## src/inc/adcseq_defs.vh

```
`ifndef ADCSEQ_DEFS_VH
`define ADCSEQ_DEFS_VH

// -----------------------------------------------------------------------
// Register addresses.
// -----------------------------------------------------------------------
`define ADCSEQ_ADDR_CTRL 8'hE8
`define ADCSEQ_ADDR_CFG 8'hBC
`define ADCSEQ_ADDR_RES_HI 8'hBF
`define ADCSEQ_ADDR_RES_LO 8'hBE

// -----------------------------------------------------------------------
// Control register fields.
// -----------------------------------------------------------------------
`define ADCSEQ_CTRL_EN 7
`define ADCSEQ_CTRL_TM 6
`define ADCSEQ_CTRL_DONE 5
`define ADCSEQ_CTRL_BUSY 4
`define ADCSEQ_CTRL_SM_HI 3
`define ADCSEQ_CTRL_SM_LO 2
`define ADCSEQ_CTRL_LJ 0
`define ADCSEQ_CTRL_RST 8'h00
`define ADCSEQ_CTRL_WMASK 8'hED

// -----------------------------------------------------------------------
// Configuration register fields.
// -----------------------------------------------------------------------
`define ADCSEQ_CFG_DIV_HI 1
`define ADCSEQ_CFG_DIV_LO 0
`define ADCSEQ_CFG_RST 8'h00

// -----------------------------------------------------------------------
// Result, read-back and pin defaults.
// -----------------------------------------------------------------------
`define ADCSEQ_RES_HI_RST 8'h00
`define ADCSEQ_RES_LO_RST 8'h00
`define ADCSEQ_RD_UNMAPPED 8'h00
`define ADCSEQ_PIN_IDLE 1'h1

// -----------------------------------------------------------------------
// Start mode codes.
// -----------------------------------------------------------------------
`define ADCSEQ_SM_SW 2'h0
`define ADCSEQ_SM_T3 2'h1
`define ADCSEQ_SM_PIN 2'h2
`define ADCSEQ_SM_T2 2'h3

// -----------------------------------------------------------------------
// Timing figures.
// -----------------------------------------------------------------------
`define ADCSEQ_TRACK_SAR_CLKS 4'h3
`define ADCSEQ_CONV_SAR_CLKS 4'hC

`endif

```

## src/hw/adcseq_divider.v

```verilog
`timescale 1ns/1ps
`default_nettype none

// -----------------------------------------------------------------------
// Conversion clock divider: one tick every 2, 4, 8 or 16 system clocks.
// -----------------------------------------------------------------------
module adcseq_divider (
    input wire clk_i,
    input wire sys_rst_i,
    input wire run_i,
    input wire [1:0] div_sel_i,
    output reg tick_o
);

    reg [3:0] cnt_reg;
    reg [3:0] cnt_next;
    wire [3:0] last_w;

    // Terminal count is 2^(sel+1) - 1.
    assign last_w = (4'h2 << div_sel_i) - 4'h1;

    // Counter restarts whenever the sequencer is not running.
    always @* begin
        if (!run_i || cnt_reg >= last_w) begin
            cnt_next = 4'h0;
        end else begin
            cnt_next = cnt_reg + 4'h1;
        end
    end

    // Registers count and tick.
    always @(posedge clk_i) begin
        if (sys_rst_i) begin
            cnt_reg <= 4'h0;
            tick_o <= 1'b0;
        end else begin
            cnt_reg <= cnt_next;
            tick_o <= run_i && (cnt_reg == last_w);
        end
    end

endmodule // adcseq_divider

`default_nettype wire

```

## src/hw/adcseq_top.v

```verilog
// Notes on behaviour
// - Conversion clock is system clock divided by 2, 4, 8 or 16.
// - Start from software busy write, Timer 3, pin rising edge, or Timer 2.
// - Busy reads one through a conversion, zero once it completes.
// - Busy falling edge sets done flag and, if enabled, requests interrupt.
// - Result placed left or right justified by the justify bit.
// - Track-mode zero tracks continuously except during conversion.
// - Track-mode one uses low-power tracking chosen by start mode.
// - Low-power software or timer start tracks 3 SAR clocks first.
// - Low-power pin mode tracks while pin is low, holds while high.
// - Tracking shuts down entirely during chip standby or sleep.
`timescale 1ns/1ps
`default_nettype none
`include "adcseq_defs.vh"

module adcseq_top #(
    parameter RES_W = 10,
    parameter CONV_CLKS = 12
) (
    input wire clk_i,
    input wire sys_rst_i,
    input wire sfr_wr_i,
    input wire sfr_rd_i,
    input wire [7:0] sfr_addr_i,
    input wire [7:0] sfr_wdata_i,
    output reg [7:0] sfr_rdata_o,
    input wire irq_enable_i,
    output wire irq_req_o,
    input wire timer2_ovf_i,
    input wire timer3_ovf_i,
    input wire convert_start_pin_i,
    input wire chip_sleep_i,
    output reg track_o,
    output reg sample_start_o,
    output reg sar_tick_o,
    input wire [RES_W-1:0] sar_result_i,
    input wire sar_result_valid_i
);

    // Sequencer states: waiting, timed low-power tracking, converting.
    localparam ST_IDLE = 2'h0;
    localparam ST_TRACK = 2'h1;
    localparam ST_CONV = 2'h2;

    // -------------------------------------------------------------------
    // Registers and signals.
    // -------------------------------------------------------------------
    reg [7:0] converter_control_reg;
    reg [7:0] converter_config_reg;
    reg [7:0] result_high_reg;
    reg [7:0] result_low_reg;
    reg [1:0] state_reg;
    reg [1:0] state_next;
    reg [3:0] cnt_reg;
    reg [3:0] cnt_next;
    reg busy_q_reg;
    reg pin_s1_reg;
    reg pin_s2_reg;
    reg pin_s3_reg;
    reg sleep_s1_reg;
    reg sleep_s2_reg;
    reg [7:0] res_hi_next;
    reg [7:0] res_lo_next;
    reg trigger;
    wire sar_tick;
    wire enable_w;
    wire track_mode_select;
    wire [1:0] start_mode_select;
    wire left_justify;
    wire convert_busy;
    wire [1:0] conv_clock_divide;
    wire wr_ctrl;
    wire wr_cfg;
    wire wr_res_hi;
    wire wr_res_lo;
    wire busy_fall;
    wire pin_rise;

    // Write strobe decode, shared by every register that software loads.
    function wr_hit;
        input wr;
        input [7:0] addr;
        input [7:0] target;
        begin
            wr_hit = wr && (addr == target);
        end
    endfunction

    // Control fields, write decodes and the edges that drive the sequencer.
    assign enable_w = converter_control_reg[`ADCSEQ_CTRL_EN];
    assign track_mode_select = converter_control_reg[`ADCSEQ_CTRL_TM];
    assign start_mode_select =
        converter_control_reg[`ADCSEQ_CTRL_SM_HI:`ADCSEQ_CTRL_SM_LO];
    assign left_justify = converter_control_reg[`ADCSEQ_CTRL_LJ];
    assign convert_busy = (state_reg != ST_IDLE);
    assign conv_clock_divide =
        converter_config_reg[`ADCSEQ_CFG_DIV_HI:`ADCSEQ_CFG_DIV_LO];
    assign wr_ctrl = wr_hit(sfr_wr_i, sfr_addr_i, `ADCSEQ_ADDR_CTRL);
    assign wr_cfg = wr_hit(sfr_wr_i, sfr_addr_i, `ADCSEQ_ADDR_CFG);
    assign wr_res_hi = wr_hit(sfr_wr_i, sfr_addr_i, `ADCSEQ_ADDR_RES_HI);
    assign wr_res_lo = wr_hit(sfr_wr_i, sfr_addr_i, `ADCSEQ_ADDR_RES_LO);
    assign busy_fall = busy_q_reg && !convert_busy;
    assign pin_rise = pin_s2_reg && !pin_s3_reg;

    // -------------------------------------------------------------------
    // Synchronise the external pin and the sleep level.
    // -------------------------------------------------------------------
    always @(posedge clk_i) begin
        if (sys_rst_i) begin
            // Start at the idle level, so a pin resting high gives no false
            // rising edge when reset lets go.
            pin_s1_reg <= `ADCSEQ_PIN_IDLE;
            pin_s2_reg <= `ADCSEQ_PIN_IDLE;
            pin_s3_reg <= `ADCSEQ_PIN_IDLE;
            sleep_s1_reg <= 1'b0;
            sleep_s2_reg <= 1'b0;
        end else begin
            pin_s1_reg <= convert_start_pin_i;
            pin_s2_reg <= pin_s1_reg;
            pin_s3_reg <= pin_s2_reg;
            sleep_s1_reg <= chip_sleep_i;
            sleep_s2_reg <= sleep_s1_reg;
        end
    end

    // -------------------------------------------------------------------
    // SAR clock divider.
    // -------------------------------------------------------------------
    // It runs only while busy, so each busy span, track phase included, starts a fresh period.
    adcseq_divider u_div (
        .clk_i(clk_i),
        .sys_rst_i(sys_rst_i),
        .run_i(convert_busy),
        .div_sel_i(conv_clock_divide),
        .tick_o(sar_tick)
    );

    // -------------------------------------------------------------------
    // Trigger selection.
    // -------------------------------------------------------------------
    // A trigger counts only while idle; one that comes while busy is lost.
    always @* begin
        case (start_mode_select)
            `ADCSEQ_SM_SW: trigger = wr_ctrl &&
                sfr_wdata_i[`ADCSEQ_CTRL_BUSY];
            `ADCSEQ_SM_T3: trigger = timer3_ovf_i;
            `ADCSEQ_SM_PIN: trigger = pin_rise;
            `ADCSEQ_SM_T2: trigger = timer2_ovf_i;
            default: trigger = 1'b0;
        endcase
    end

    // -------------------------------------------------------------------
    // Sequencer: optional track phase, then conversion.
    // -------------------------------------------------------------------
    always @* begin
        state_next = state_reg;
        cnt_next = cnt_reg;
        case (state_reg)
            ST_IDLE: begin
                if (enable_w && !sleep_s2_reg && trigger) begin
                    cnt_next = 4'h0;
                    if (track_mode_select &&
                        start_mode_select != `ADCSEQ_SM_PIN) begin
                        state_next = ST_TRACK;
                    end else begin
                        state_next = ST_CONV;
                    end
                end
            end
            ST_TRACK: begin
                if (sar_tick) begin
                    cnt_next = cnt_reg + 4'h1;
                    if (cnt_reg == `ADCSEQ_TRACK_SAR_CLKS - 4'h1) begin
                        state_next = ST_CONV;
                        cnt_next = 4'h0;
                    end
                end
            end
            ST_CONV: begin
                if (sar_tick && cnt_reg != CONV_CLKS[3:0]) begin
                    cnt_next = cnt_reg + 4'h1;
                end
                if (sar_result_valid_i) begin
                    state_next = ST_IDLE;
                end
            end
            default: state_next = ST_IDLE;
        endcase
        // Clearing the enable bit drops any conversion at once.
        if (!enable_w) begin
            state_next = ST_IDLE;
        end
    end

    // -------------------------------------------------------------------
    // Result justification.
    // -------------------------------------------------------------------
    always @* begin
        if (left_justify) begin
            res_hi_next = sar_result_i[RES_W-1:RES_W-8];
            res_lo_next = {sar_result_i[RES_W-9:0], 6'h00};
        end else begin
            res_hi_next = {{6{sar_result_i[RES_W-1]}},
                sar_result_i[RES_W-1:RES_W-2]};
            res_lo_next = sar_result_i[7:0];
        end
    end

    // -------------------------------------------------------------------
    // State, registers and done flag.
    // -------------------------------------------------------------------
    always @(posedge clk_i) begin
        if (sys_rst_i) begin
            state_reg <= ST_IDLE;
            cnt_reg <= 4'h0;
            busy_q_reg <= 1'b0;
            converter_control_reg <= `ADCSEQ_CTRL_RST;
            converter_config_reg <= `ADCSEQ_CFG_RST;
            result_high_reg <= `ADCSEQ_RES_HI_RST;
            result_low_reg <= `ADCSEQ_RES_LO_RST;
        end else begin
            state_reg <= state_next;
            cnt_reg <= cnt_next;
            busy_q_reg <= convert_busy;
            if (wr_ctrl) begin
                converter_control_reg <=
                    (sfr_wdata_i & `ADCSEQ_CTRL_WMASK) |
                    (converter_control_reg & ~`ADCSEQ_CTRL_WMASK);
            end
            // Setting the done flag wins over a software clear.
            if (busy_fall) begin
                converter_control_reg[`ADCSEQ_CTRL_DONE] <= 1'b1;
            end
            if (wr_cfg) begin
                converter_config_reg <= sfr_wdata_i;
            end
            // A finished conversion outranks a software write to the pair.
            if (state_reg == ST_CONV && sar_result_valid_i) begin
                result_high_reg <= res_hi_next;
                result_low_reg <= res_lo_next;
            end else if (wr_res_hi) begin
                result_high_reg <= sfr_wdata_i;
            end else if (wr_res_lo) begin
                result_low_reg <= sfr_wdata_i;
            end
        end
    end

    // Request stands while the done flag is set and the CPU enables it.
    assign irq_req_o = converter_control_reg[`ADCSEQ_CTRL_DONE] &&
        irq_enable_i;

    // -------------------------------------------------------------------
    // Analog-side outputs.
    // -------------------------------------------------------------------
    always @(posedge clk_i) begin
        if (sys_rst_i) begin
            track_o <= 1'b0;
            sample_start_o <= 1'b0;
            sar_tick_o <= 1'b0;
        end else begin
            sar_tick_o <= sar_tick && state_reg == ST_CONV;
            sample_start_o <= state_reg != ST_CONV && state_next == ST_CONV;
            // Dark while disabled or asleep; else the track-mode bit picks
            // continuous tracking or the low-power timing of the start mode.
            if (!enable_w || sleep_s2_reg) begin
                track_o <= 1'b0;
            end else if (!track_mode_select) begin
                track_o <= state_next != ST_CONV;
            end else if (start_mode_select == `ADCSEQ_SM_PIN) begin
                track_o <= !pin_s2_reg && state_next != ST_CONV;
            end else begin
                track_o <= state_next == ST_TRACK;
            end
        end
    end

    // -------------------------------------------------------------------
    // Register read mux.
    // -------------------------------------------------------------------
    always @(posedge clk_i) begin
        if (sys_rst_i) begin
            sfr_rdata_o <= 8'h00;
        end else if (sfr_rd_i) begin
            case (sfr_addr_i)
                `ADCSEQ_ADDR_CTRL: begin
                    sfr_rdata_o <= converter_control_reg;
                    sfr_rdata_o[`ADCSEQ_CTRL_BUSY] <= convert_busy;
                end
                `ADCSEQ_ADDR_CFG: sfr_rdata_o <= converter_config_reg;
                `ADCSEQ_ADDR_RES_HI: sfr_rdata_o <= result_high_reg;
                `ADCSEQ_ADDR_RES_LO: sfr_rdata_o <= result_low_reg;
                default: sfr_rdata_o <= `ADCSEQ_RD_UNMAPPED;
            endcase
        end
    end

endmodule // adcseq_top

`default_nettype wire

```

## config.mk

```make
export PLATFORM = sky130hd
export DESIGN_NAME = adcseq_top
export DESIGN_NICKNAME = d
export VERILOG_FILES = /design/src/hw/adcseq_divider.v /design/src/hw/adcseq_top.v
export VERILOG_INCLUDE_DIRS = /design/src /design/src/inc
export SDC_FILE = /design/constraint.sdc
export NUM_CORES = 1
export LEC_CHECK = 0
export ABC_CLOCK_PERIOD_IN_PS = 1900
export BUFFER_PORTS_ARGS = -buffer_cell sky130_fd_sc_hd__buf_4
export CORE_MARGIN = 1
export CORE_UTILIZATION = 51
export DETAILED_ROUTE_END_ITERATION = 6
export HOLD_SLACK_MARGIN = 0.08
export PLACE_DENSITY = 0.82
export SYNTH_ARGS = -nofsm -noshare
export SYNTH_HDL_FRONTEND = slang
export SYNTH_HIERARCHICAL = 1
export SYNTH_SLANG_ARGS = --single-unit
```

## constraint.sdc

```tcl
create_clock -name clk_i -period 1.9 [get_ports clk_i]
set_clock_uncertainty 0.1 [all_clocks]
set_input_delay 0.095 -clock clk_i [delete_from_list [all_inputs] [get_ports clk_i]]
set_output_delay 0.095 -clock clk_i [all_outputs]
set_load 0.1 [all_outputs]
```

Word level (Yosys, flattened, before mapping)
Index checks and enable logic that the tools add are counted.
- register bits: 60
- memories kept: 0
- bits in latches: 0
- RAM bits: 0
- memory bits (read-only): 0
- $add $sub $neg: 3
- reduce and logical (&&, ||, !) cells: 35
- div/mod/pow operators: 0
- equal/unequal tests: 21
- mux-type cells: 25
- bitwise operators: 1
- shifts and indexed selects: 1
- $mul: 0
- $lt $le $gt $ge: 1
- operators with widths (kind ; number):
    $mux 8 ; 6
    $eq 8x8->1 const B ; 4
    $pmux 8 s4 ; 1
    $logic_and 1x1->1 ; 17
    $mux 4 ; 4
    $mux 2 ; 6
    $pmux 4 s3 ; 1
    $ne 2x2->1 const B ; 5
    $add 4x1->4 const B ; 2
    $eq 2x2->1 const B ; 4
    $or 8x5->8 ; 1
    $reduce_bool 2->1 ; 4
    $mux 7 ; 1
    $eq 2x1->1 const B ; 3
    $mux 6 ; 1
    $pmux 2 s3 ; 1
    $logic_not 1->1 ; 5
    $eq 4x2->1 const B ; 1
    $eq 4x4->1 ; 1
    $ge 4x4->1 ; 1
    $logic_not 2->1 ; 2
    $ne 2x1->1 const B ; 2
    $ne 4x4->1 const B ; 1
    $pmux 1 s4 ; 1
    8 further kinds ; 12

Logic depth before layout (Yosys ltp)
Gate-level depths: netlist (run 1).
- word-level depth: 12
- mapped depth: 8

By module
Netlist (run 1), hierarchy kept.
- by module, submodules not included (module ; instances ; cells each ; sequential area each (um^2) ; area an instance (um^2)):
    adcseq_top ; 1 ; 326 ; 1061.0 ; 2786.4
    adcseq_divider ; 1 ; 27 ; 100.1 ; 252.7

Worst setup path after synthesis (run 1)
OpenSTA, ideal clock, no wires.
- path kind: register -> register
- start: reg state_reg[0]
- end: reg track_o
- cell stages (with the launch flop): 8
- buffers on the path: 1
- data required time: 1.712 ns
- path slack: 0.106 ns
- data arrival time: 1.606 ns
- period minus slack after synthesis: 1.794 ns
- library setup time: 0.088 ns
- path through: dfxtp_1 > inv_1 > ha_1 > clkbuf_1 > inv_1 > nor4_4 > a2111oi_2 > o32ai_2
- cells in the longest elaborated chain, start to end: 8
- RTL lines (item ; RTL line ; source):
    from (decl) ; adcseq_top.v:52 ; reg [1:0] state_reg;
    from (signal assigned) ; adcseq_top.v:223 ; state_reg <= state_next;
    $mux 2 ; adcseq_top.v:174 ; if (cnt_reg == `ADCSEQ_TRACK_SAR_CLKS - 4'h1) begin
    $mux 2 ; adcseq_top.v:172 ; if (sar_tick) begin
    $pmux 2 s3 (*) ; adcseq_top.v:159 ; case (state_reg)
    $mux 2 (*) ; adcseq_top.v:191 ; if (!enable_w) begin
    $ne 2x2->1 ; adcseq_top.v:270, adcseq_top.v:272 ;
    $logic_and 1x1->1 ; adcseq_top.v:272 ; track_o <= !pin_s2_reg && state_next != ST_CONV;
    $mux 1 ; adcseq_top.v:271 ; end else if (start_mode_select == `ADCSEQ_SM_PIN) begin
    $mux 1 (*) ; adcseq_top.v:269 ; end else if (!track_mode_select) begin
    to (signal assigned) ; adcseq_top.v:270 ; track_o <= state_next != ST_CONV;
    to (signal assigned) ; adcseq_top.v:272 ;
    to (signal assigned) ; adcseq_top.v:274 ; track_o <= state_next == ST_TRACK;
    to (decl) ; adcseq_top.v:33 ; output reg track_o,
Mark *: on every way between the ends. The rest lies on a longest branch, timed or not.
A chain may end at the register's enable or synchronous reset.

Worst setup path in the final report (run 1)
- start: reg pin_s3_reg
- end: reg track_o
- cells in the longest elaborated chain, start to end: 11
- RTL lines (item ; RTL line ; source):
    from (decl) ; adcseq_top.v:59 ; reg pin_s3_reg;
    from (signal assigned) ; adcseq_top.v:114 ; pin_s3_reg <= `ADCSEQ_PIN_IDLE;
    from (signal assigned) ; adcseq_top.v:120 ; pin_s3_reg <= pin_s2_reg;
    $logic_not 1->1 (*) ; adcseq_top.v:103 ; assign pin_rise = pin_s2_reg && !pin_s3_reg;
    $logic_and 1x1->1 (*) ; adcseq_top.v:103 ;
    $pmux 1 s4 (*) ; adcseq_top.v:143 ; case (start_mode_select)
    $logic_and 1x1->1 (*) ; adcseq_top.v:161 ; if (enable_w && !sleep_s2_reg && trigger) begin
    $mux 2 (*) ; adcseq_top.v:161 ;
    $pmux 2 s3 (*) ; adcseq_top.v:159 ;
    $mux 2 (*) ; adcseq_top.v:191 ;
    $ne 2x2->1 ; adcseq_top.v:270, adcseq_top.v:272 ;
    $logic_and 1x1->1 ; adcseq_top.v:272 ;
    $mux 1 ; adcseq_top.v:271 ;
    $mux 1 (*) ; adcseq_top.v:269 ;
Marks and branches as above.

==> results of run 1 <==
-- logic make-up after synthesis --
| logic type | Yosys count |
|---|---|
| multiplexers | 24 |
| AND/OR/NAND/NOR | 135 |
| XOR/XNOR | 2 |
| adder cells (fa/ha/maj) | 11 |
| buffers and inverters | 28 |
| AO/OA/AOI/OAI | 95 |
| flip-flops | 58 |
-- worst max path at each step --
| stage | depth (start not counted) | start | end |
|---|---|---|---|
| finish | 5 | pin_s3_reg$_SDFF_PP1_ | track_o$_SDFF_PP0_ |
| global route | 5 | pin_s3_reg$_SDFF_PP1_ | track_o$_SDFF_PP0_ |
| CTS | 7 | cnt_reg[0]$_SDFFE_PP0P_ | track_o$_SDFF_PP0_ |
| detailed placement | 7 | sfr_addr_i[2] | sample_start_o$_SDFF_PP0_ |
| global placement | 6 | sfr_addr_i[2] | track_o$_SDFF_PP0_ |
| floorplan | 7 | state_reg[0]$_SDFF_PP0_ | track_o$_SDFF_PP0_ |
-- synthesized netlist by cell type (8+ instances only) --
| library cell | count | share of area |
|---|---|---|
| dfxtp_1 | 58 | 0.38 |
| inv_1 | 11 | 0.014 |
| clkbuf_1 | 12 | 0.015 |
| nand3_1 | 17 | 0.028 |
| o21ai_1 | 8 | 0.013 |
| a211oi_1 | 14 | 0.035 |
| nor2b_1 | 10 | 0.021 |
| a21oi_1 | 35 | 0.058 |
| mux2i_1 | 24 | 0.079 |
| nand2_1 | 42 | 0.052 |
| nor2_1 | 29 | 0.036 |
| ha_1 | 11 | 0.045 |
-- tightest hold or removal path: stages --
cell and delay, ns:
buf_4 0.12, buf_4 0.18, nand3_1 0.09, a21oi_1 0.05
-- power by group through the flow --
stage / registers (mW) / clock network, mW / logic [mW]
after floorplan: 1.25 / 0 / 0.0563
after CTS: 1.22 / 1.18 / 0.180
after global routing: 1.22 / 1.24 / 0.199
after global placement: 1.25 / 0 / 0.144
final: 1.22 / 1.18 / 0.189
after detailed placement: 1.25 / 0 / 0.146
-- repair_timing --
action	in CTS	in global routing
pin swaps	1	4
gates resized for setup	3	15
setup endpoints to repair	1	12
endpoints found under the hold margin	44	0
buffers inserted	0	1
hold buffers	21	0
-- metal layers --
| metal | up-vias | track usage |
|---|---|---|
| li1 | 1456 | - |
| met1 | 1453 | 0.3654 |
| met2 | 154 | 0.4629 |
| met3 | 35 | 0.05977 |
| met4 | 0 | 0.1527 |
| met5 | - | 0 |
-- stage by stage --
step                      cell area [um^2]  TNS (ns)  power (mW)  setup WS [ns]
final                                 4105  -0.01938       2.586       -0.01938
after CTS                             4038         0       2.583       0.002961
after detailed placement              3616  -0.04053       1.396       -0.03423
after floorplan                       3039         0       1.306         0.1060
after global routing                  4105  -0.02466       2.662       -0.02466
after global placement                3616         0       1.394        0.03341
-- layout make-up --
class	instances	area, um^2
clock buffer	11	151.4
clock inverter	5	52.55
fill	399	1503
inverter	11	41.29
multi-input combinational	267	1829
sequential	58	1167
tap	72	90.09
timing repair buffer	96	773.2
==> out/qor.csv, run 1 <==
metric;value;unit
status;complete, but fails checks;
violations;negative setup slack;
met2_length;4.149;mm
ant_nets;0;
h-tree-depth;3;
worstSetupEndpointType;flop;
cp-start-kind;flop;
clock_power_share;0.454;
worst-setup-path-type;flop to flop;
cts_tree;built;
synthesis.area;3039;um^2
ios;48;
ys_seq_area_frac;0.3821;
firstDrtPassIters;7;
clock_latency;0.34;ns
crit_buf_inv;0;
worstPathArrival;2.07;ns
routed_wl;8.877;mm
start_util;0.5419;
p_per_area;629.9;nW/um^2
cap_violations;0;
dr_wl_met3;555;um
cts-buffers-inserted;9;
dieArea;6272;um^2
diodes;0;
num_rows;27;
dr.max_layer_used;met4;
combPwrFrac;0.073;
grt_usage;0.2899;
grt_pass1_wl;13.93;mm
tightest_slew;0.4969;ns
core_area;5608;um^2
die_w;79.20;um
utilization;0.7320;
synth_compound_area_frac;0.2190;
slew_violations;0;
area_growth;35.08;%
synth-async-reset-ratio;0;
rr_worst_depth;5;
gp_congestion;0.9050;
syn_inst;353;
synth_top_family_by_area;simple AND/OR/NAND/NOR gates;
total_leakage_power;1.639;nW
synthXorXnorAreaFrac;0.005764;
synthFlopType;dfxtp_1;
wl_met1;3.854;mm
slew_headroom;0.6687;
hpwl;5.874;mm
synth.area.mux_share;0.07904;
whs;0.1482;ns
antenna_found_initial;0;
syn_nets;400;
finalCritPeriodShare;1.010;
cts.path.max_buffers;2;
rsz0062_at_grt;yes;
avgSynthCellArea;8.610;um^2
setup_slack;-0.01938;ns
cts_sinks;58;
max-vdd-ir-drop;0.4952;mV
hp-start;sfr_wr_i;
ys_warn_count;6;
internal_power;1.989;mW
hold_viol;0;
drive_gt1_frac;0.2679;
clkTransAtPathRegs;0.07;ns
synth_seq_cells;58;
via_per_inst;5.958;
synth-edff-count;0;
final_net_count;490;
grt_pass1_vias;2964;
synth-simple-area-share;0.2326;
path_cells;nand2b_1 -> a221oi_4 -> o211ai_1 -> or4_1 -> o32ai_2;
wl_per_cell;17.07;um
worstReg2RegEnd;track_o$_SDFF_PP0_;
r2r-start;pin_s3_reg$_SDFF_PP1_;
synth_fa_ha_area_frac;0.04529;
mostFrequentLayoutCells;buf_4 (75), dfxtp_1 (55), nand2_1 (42);
drt_iter0_drc;243;
setup_viol;1;
globalRouteOverflowTotal;0;
crit_family;simple AND/OR/NAND/NOR gates;
cp_slowest_cell;or4_1;
slowest_delay;0.51;ns
seqPwrFrac;0.473;
ys_types;57;
critPathMaxFanout;4;
grt_max_degree;49;
final_common_cell;buf_4;
io_buffers;47;
dp.cells;482;
vias;3098;
route.detailed.drc;0;
hold_class;primary input to flop;
min_path_cells;4;
fmax;521.0;MHz
final_cell_count_no_fill;520;
post-route-min-period;1.919;ns
worst_ep_required_time;2.05;ns
min_to;converter_config_reg[5]$_SDFFE_PP0P_;
r2r_slack;-0.02;ns
root_buffer;clkbuf_8;
swShare;0.2309;
power.switching;597.1;uW
die_h;79.20;um
(Power assumes the default switching activity.)
==> inputs of run 2 (changes only) <==
--- a/config.mk
+++ b/config.mk
@@ -8,12 +8,12 @@
 export LEC_CHECK = 0
 export ABC_CLOCK_PERIOD_IN_PS = 1900
 export BUFFER_PORTS_ARGS = -buffer_cell sky130_fd_sc_hd__buf_4
+export CAP_MARGIN = 20
 export CORE_MARGIN = 1
-export CORE_UTILIZATION = 51
+export CORE_UTILIZATION = 50
 export DETAILED_ROUTE_END_ITERATION = 6
 export HOLD_SLACK_MARGIN = 0.08
-export PLACE_DENSITY = 0.82
+export PLACE_DENSITY = 0.81
 export SYNTH_ARGS = -nofsm -noshare
 export SYNTH_HDL_FRONTEND = slang
-export SYNTH_HIERARCHICAL = 1
 export SYNTH_SLANG_ARGS = --single-unit
==> out/qor.csv, run 2 <==
metric;value;unit;change
routed_wl;8.425;mm;was 8.877 mm
final_common_cell;buf_4;;unchanged
p_per_area;703.6;nW/um^2;was 629.9 nW/um^2
synth_most_common_cell;dfxtp_1;;unchanged
dp.cells;472;;was 482
slowest_delay;0.40;ns;was 0.51 ns
synthFlopType;dfxtp_1;;unchanged
max-vdd-ir-drop;0.4862;mV;was 0.4952 mV
io_buffers;47;;unchanged
worst_ep_required_time;2.03;ns;was 2.05 ns
worst-setup-path-type;flop to flop;;unchanged
dieArea;5937;um^2;was 6272 um^2
grt_pass1_vias;2903;;was 2,964
met2_usage;0.4964;;was 0.4629
firstDrtPassIters;7;;unchanged
startpoint;converter_control_reg[2]$_SDFFE_PP0N_;;was pin_s3_reg$_SDFF_PP1_
ys_seq_area_frac;0.4123;;was 0.3821
area_growth;38.69;%;was 35.08%
ys_warn_count;0;;was 6
wl_per_cell;16.62;um;was 17.07 um
crit_family;simple AND/OR/NAND/NOR gates;;unchanged
power;2.748;mW;was 2.586 mW
route.detailed.drc;4;;was 0
diodes;0;;unchanged
avgSynthCellArea;8.308;um^2;was 8.610 um^2
critPathMaxFanout;5;;was 4
clock_latency;0.35;ns;was 0.34 ns
synth-edff-count;0;;unchanged
h-tree-depth;3;;unchanged
violations;design-rule violations, negative setup slack;;was negative setup slack
ys_types;53;;was 57
total_leakage_power;1.518;nW;was 1.639 nW
cp-start-kind;flop;;unchanged
cp_slowest_cell;a311o_1;;was or4_1
synth-async-reset-ratio;0;;unchanged
mostFrequentLayoutCells;buf_4 (78), dfxtp_1 (56), a21oi_1 (47);;was buf_4 (75), dfxtp_1 (55), nand2_1 (42)
tightest_slew;0.5580;ns;was 0.4969 ns
yosys.area.top_type;dfxtp_1;;unchanged
synth.top_cell.area_share;0.4123;;was 0.3821
slew_violations;0;;unchanged
drt_iter0_drc;361;;was 243
worstPathArrival;2.25;ns;was 2.07 ns
grt_max_degree;46;;was 49
num-fill-cells;392;;was 399
top_usage_layer;met2;;unchanged
grt_usage;0.3025;;was 0.2899
die_w;77.05;um;was 79.20 um
die_h;77.05;um;was 79.20 um
hp-start;sfr_rd_i;;was sfr_wr_i
cts-buffers-inserted;9;;unchanged
clkTransAtPathRegs;0.07;ns;about the same
antenna_found_initial;0;;unchanged
gp_congestion;0.9142;;was 0.9050
cts.path.max_buffers;2;;unchanged
slew_headroom;0.6280;;was 0.6687
grt_use_met3;0.08214;;was 0.05977
setup_viol;5;;was 1
start_util;0.5344;;was 0.5419
hold_viol;0;;unchanged
ios;48;;unchanged
ys_top_cells_by_area;dfxtp_1 (41%), a21oi_1 (8.5%), nor2_1 (5.7%), nand2_1 (5.5%), ha_1 (4.9%);;was dfxtp_1 (38%), mux2i_1 (7.9%), a21oi_1 (5.8%), nand2_1 (5.2%), ha_1 (4.5%)
synthTopCellsByCount;dfxtp_1 (58), a21oi_1 (48), nor2_1 (43);;was dfxtp_1 (58), nand2_1 (42), a21oi_1 (35)
core_area;5270;um^2;was 5608 um^2
rsz0062_at_grt;yes;;unchanged
num_rows;26;;was 27
path_cells;or3b_1 -> a311o_1 -> or2_1 -> a311oi_2 -> and4bb_1 -> o41ai_2;;was nand2b_1 -> a221oi_4 -> o211ai_1 -> or4_1 -> o32ai_2
final_cell_count_no_fill;507;;was 520
hpwl;5.542;mm;was 5.874 mm
final_net_count;479;;was 490
drive_gt1_frac;0.2654;;was 0.2679
cts_sinks;58;;unchanged
post-route-min-period;2.118;ns;was 1.919 ns
syn_inst;339;;was 353
r2r-start;converter_control_reg[2]$_SDFFE_PP0N_;;was pin_s3_reg$_SDFF_PP1_
vias;3055;;was 3,098
crit_buf_inv;0;;unchanged
finalSetupTns;-0.7571;ns;was -0.01938 ns
ant_nets;0;;unchanged
via_per_inst;6.026;;was 5.958
grt_pass1_wl;13.88;mm;was 13.93 mm
grt_use_met1;0.3730;;was 0.3654
cts_tree;built;;unchanged
synth_seq_cells;58;;unchanged
setup_slack;-0.2177;ns;was -0.01938 ns
utilization;0.7412;;was 0.7320
root_buffer;clkbuf_8;;unchanged
finalCritPeriodShare;1.115;;was 1.010
synthesis.area;2816;um^2;was 3039 um^2
worstSetupEndpointType;flop;;unchanged
globalRouteOverflowTotal;0;;unchanged
hold_class;primary input to flop;;unchanged
status;complete, but fails checks;;unchanged
cap_violations;0;;unchanged
syn_nets;386;;was 400
fmax;472.2;MHz;was 521.0 MHz
-- run 2: path summary, 6_finish.rpt --
kind,to,slack (ns),cells after the start
worst max register to register,track_o$_SDFF_PP0_,-0.22,6
worst min register to register,pin_s2_reg$_SDFF_PP1_,0.32,1
worst min-delay path,sfr_rdata_o[5]$_SDFFE_PP0P_,0.10,4
worst max-delay path,track_o$_SDFF_PP0_,-0.22,6
-- run 2: metal layers --
metal,vias up,part of all wire
met5,-,0.0043
met4,3,0.028
met3,28,0.085
met2,168,0.48
met1,1441,0.40
li1,1415,-
-- run 2: power breakdown --
part	internal, mW	total, mW	switching [mW]	leakage, nW
sequential	1.22	1.22	0.00174	0.468
clock	0.843	1.35	0.504	0.119
combinational	0.0936	0.178	0.0847	0.932
total	2.16	2.75	0.591	1.52
-- run 2: stage by stage --
stage / instance area [um^2] / setup slack [ns] / hold WS, ns
2_1_floorplan: 2830 / -0.1782 / 0.09881
3_3_place_gp: 3456 / -0.1974 / 0.1849
3_5_place_dp: 3456 / -0.2522 / 0.1835
4_1_cts: 3900 / -0.2043 / 0.09346
5_1_grt: 3906 / -0.2950 / 0.1565
6_report: 3906 / -0.2177 / 0.1041
-- run 2: cell families (layout without fill, tap and decap cells) --
| logic type | Yosys count | count (layout) | synth area share |
|---|---|---|---|
| buf+inv | 25 | 123 | 0.03732 |
| fa+ha+maj | 11 | 11 | 0.04887 |
| flops | 58 | 58 | 0.4123 |
| xor+xnor | 2 | 2 | 0.006221 |
| simple gates | 145 | 145 | 0.2563 |
| compound gates | 92 | 92 | 0.2177 |
| mux | 6 | 6 | 0.02132 |
-- run 2: timing repair --
item	in CTS	in global routing
endpoints found under the hold margin	36	0
pin swaps	4	2
gates resized for setup	3	3
setup endpoints to repair	6	11
gates cloned	0	0
hold buffers	19	0
setup buffers	0	0
-- run 2: worst min-delay path: cells and delay by family --
family	cells	cell delay [ns]
buf+inv	2	0.22
compound gates	1	0.16
simple gates	1	0.04
-- run 2: layout make-up --
cell class	count	area (um^2)	area share
Clock inverter	4	72.57	0.01858
Timing Repair Buffer	98	795.8	0.2037
Inverter	9	33.78	0.008648
Clock buffer	12	165.2	0.04228
Tap cell	70	87.58	0.02242
Multi-Input combinational cell	256	1588	0.4065
Sequential cell	58	1164	0.2979
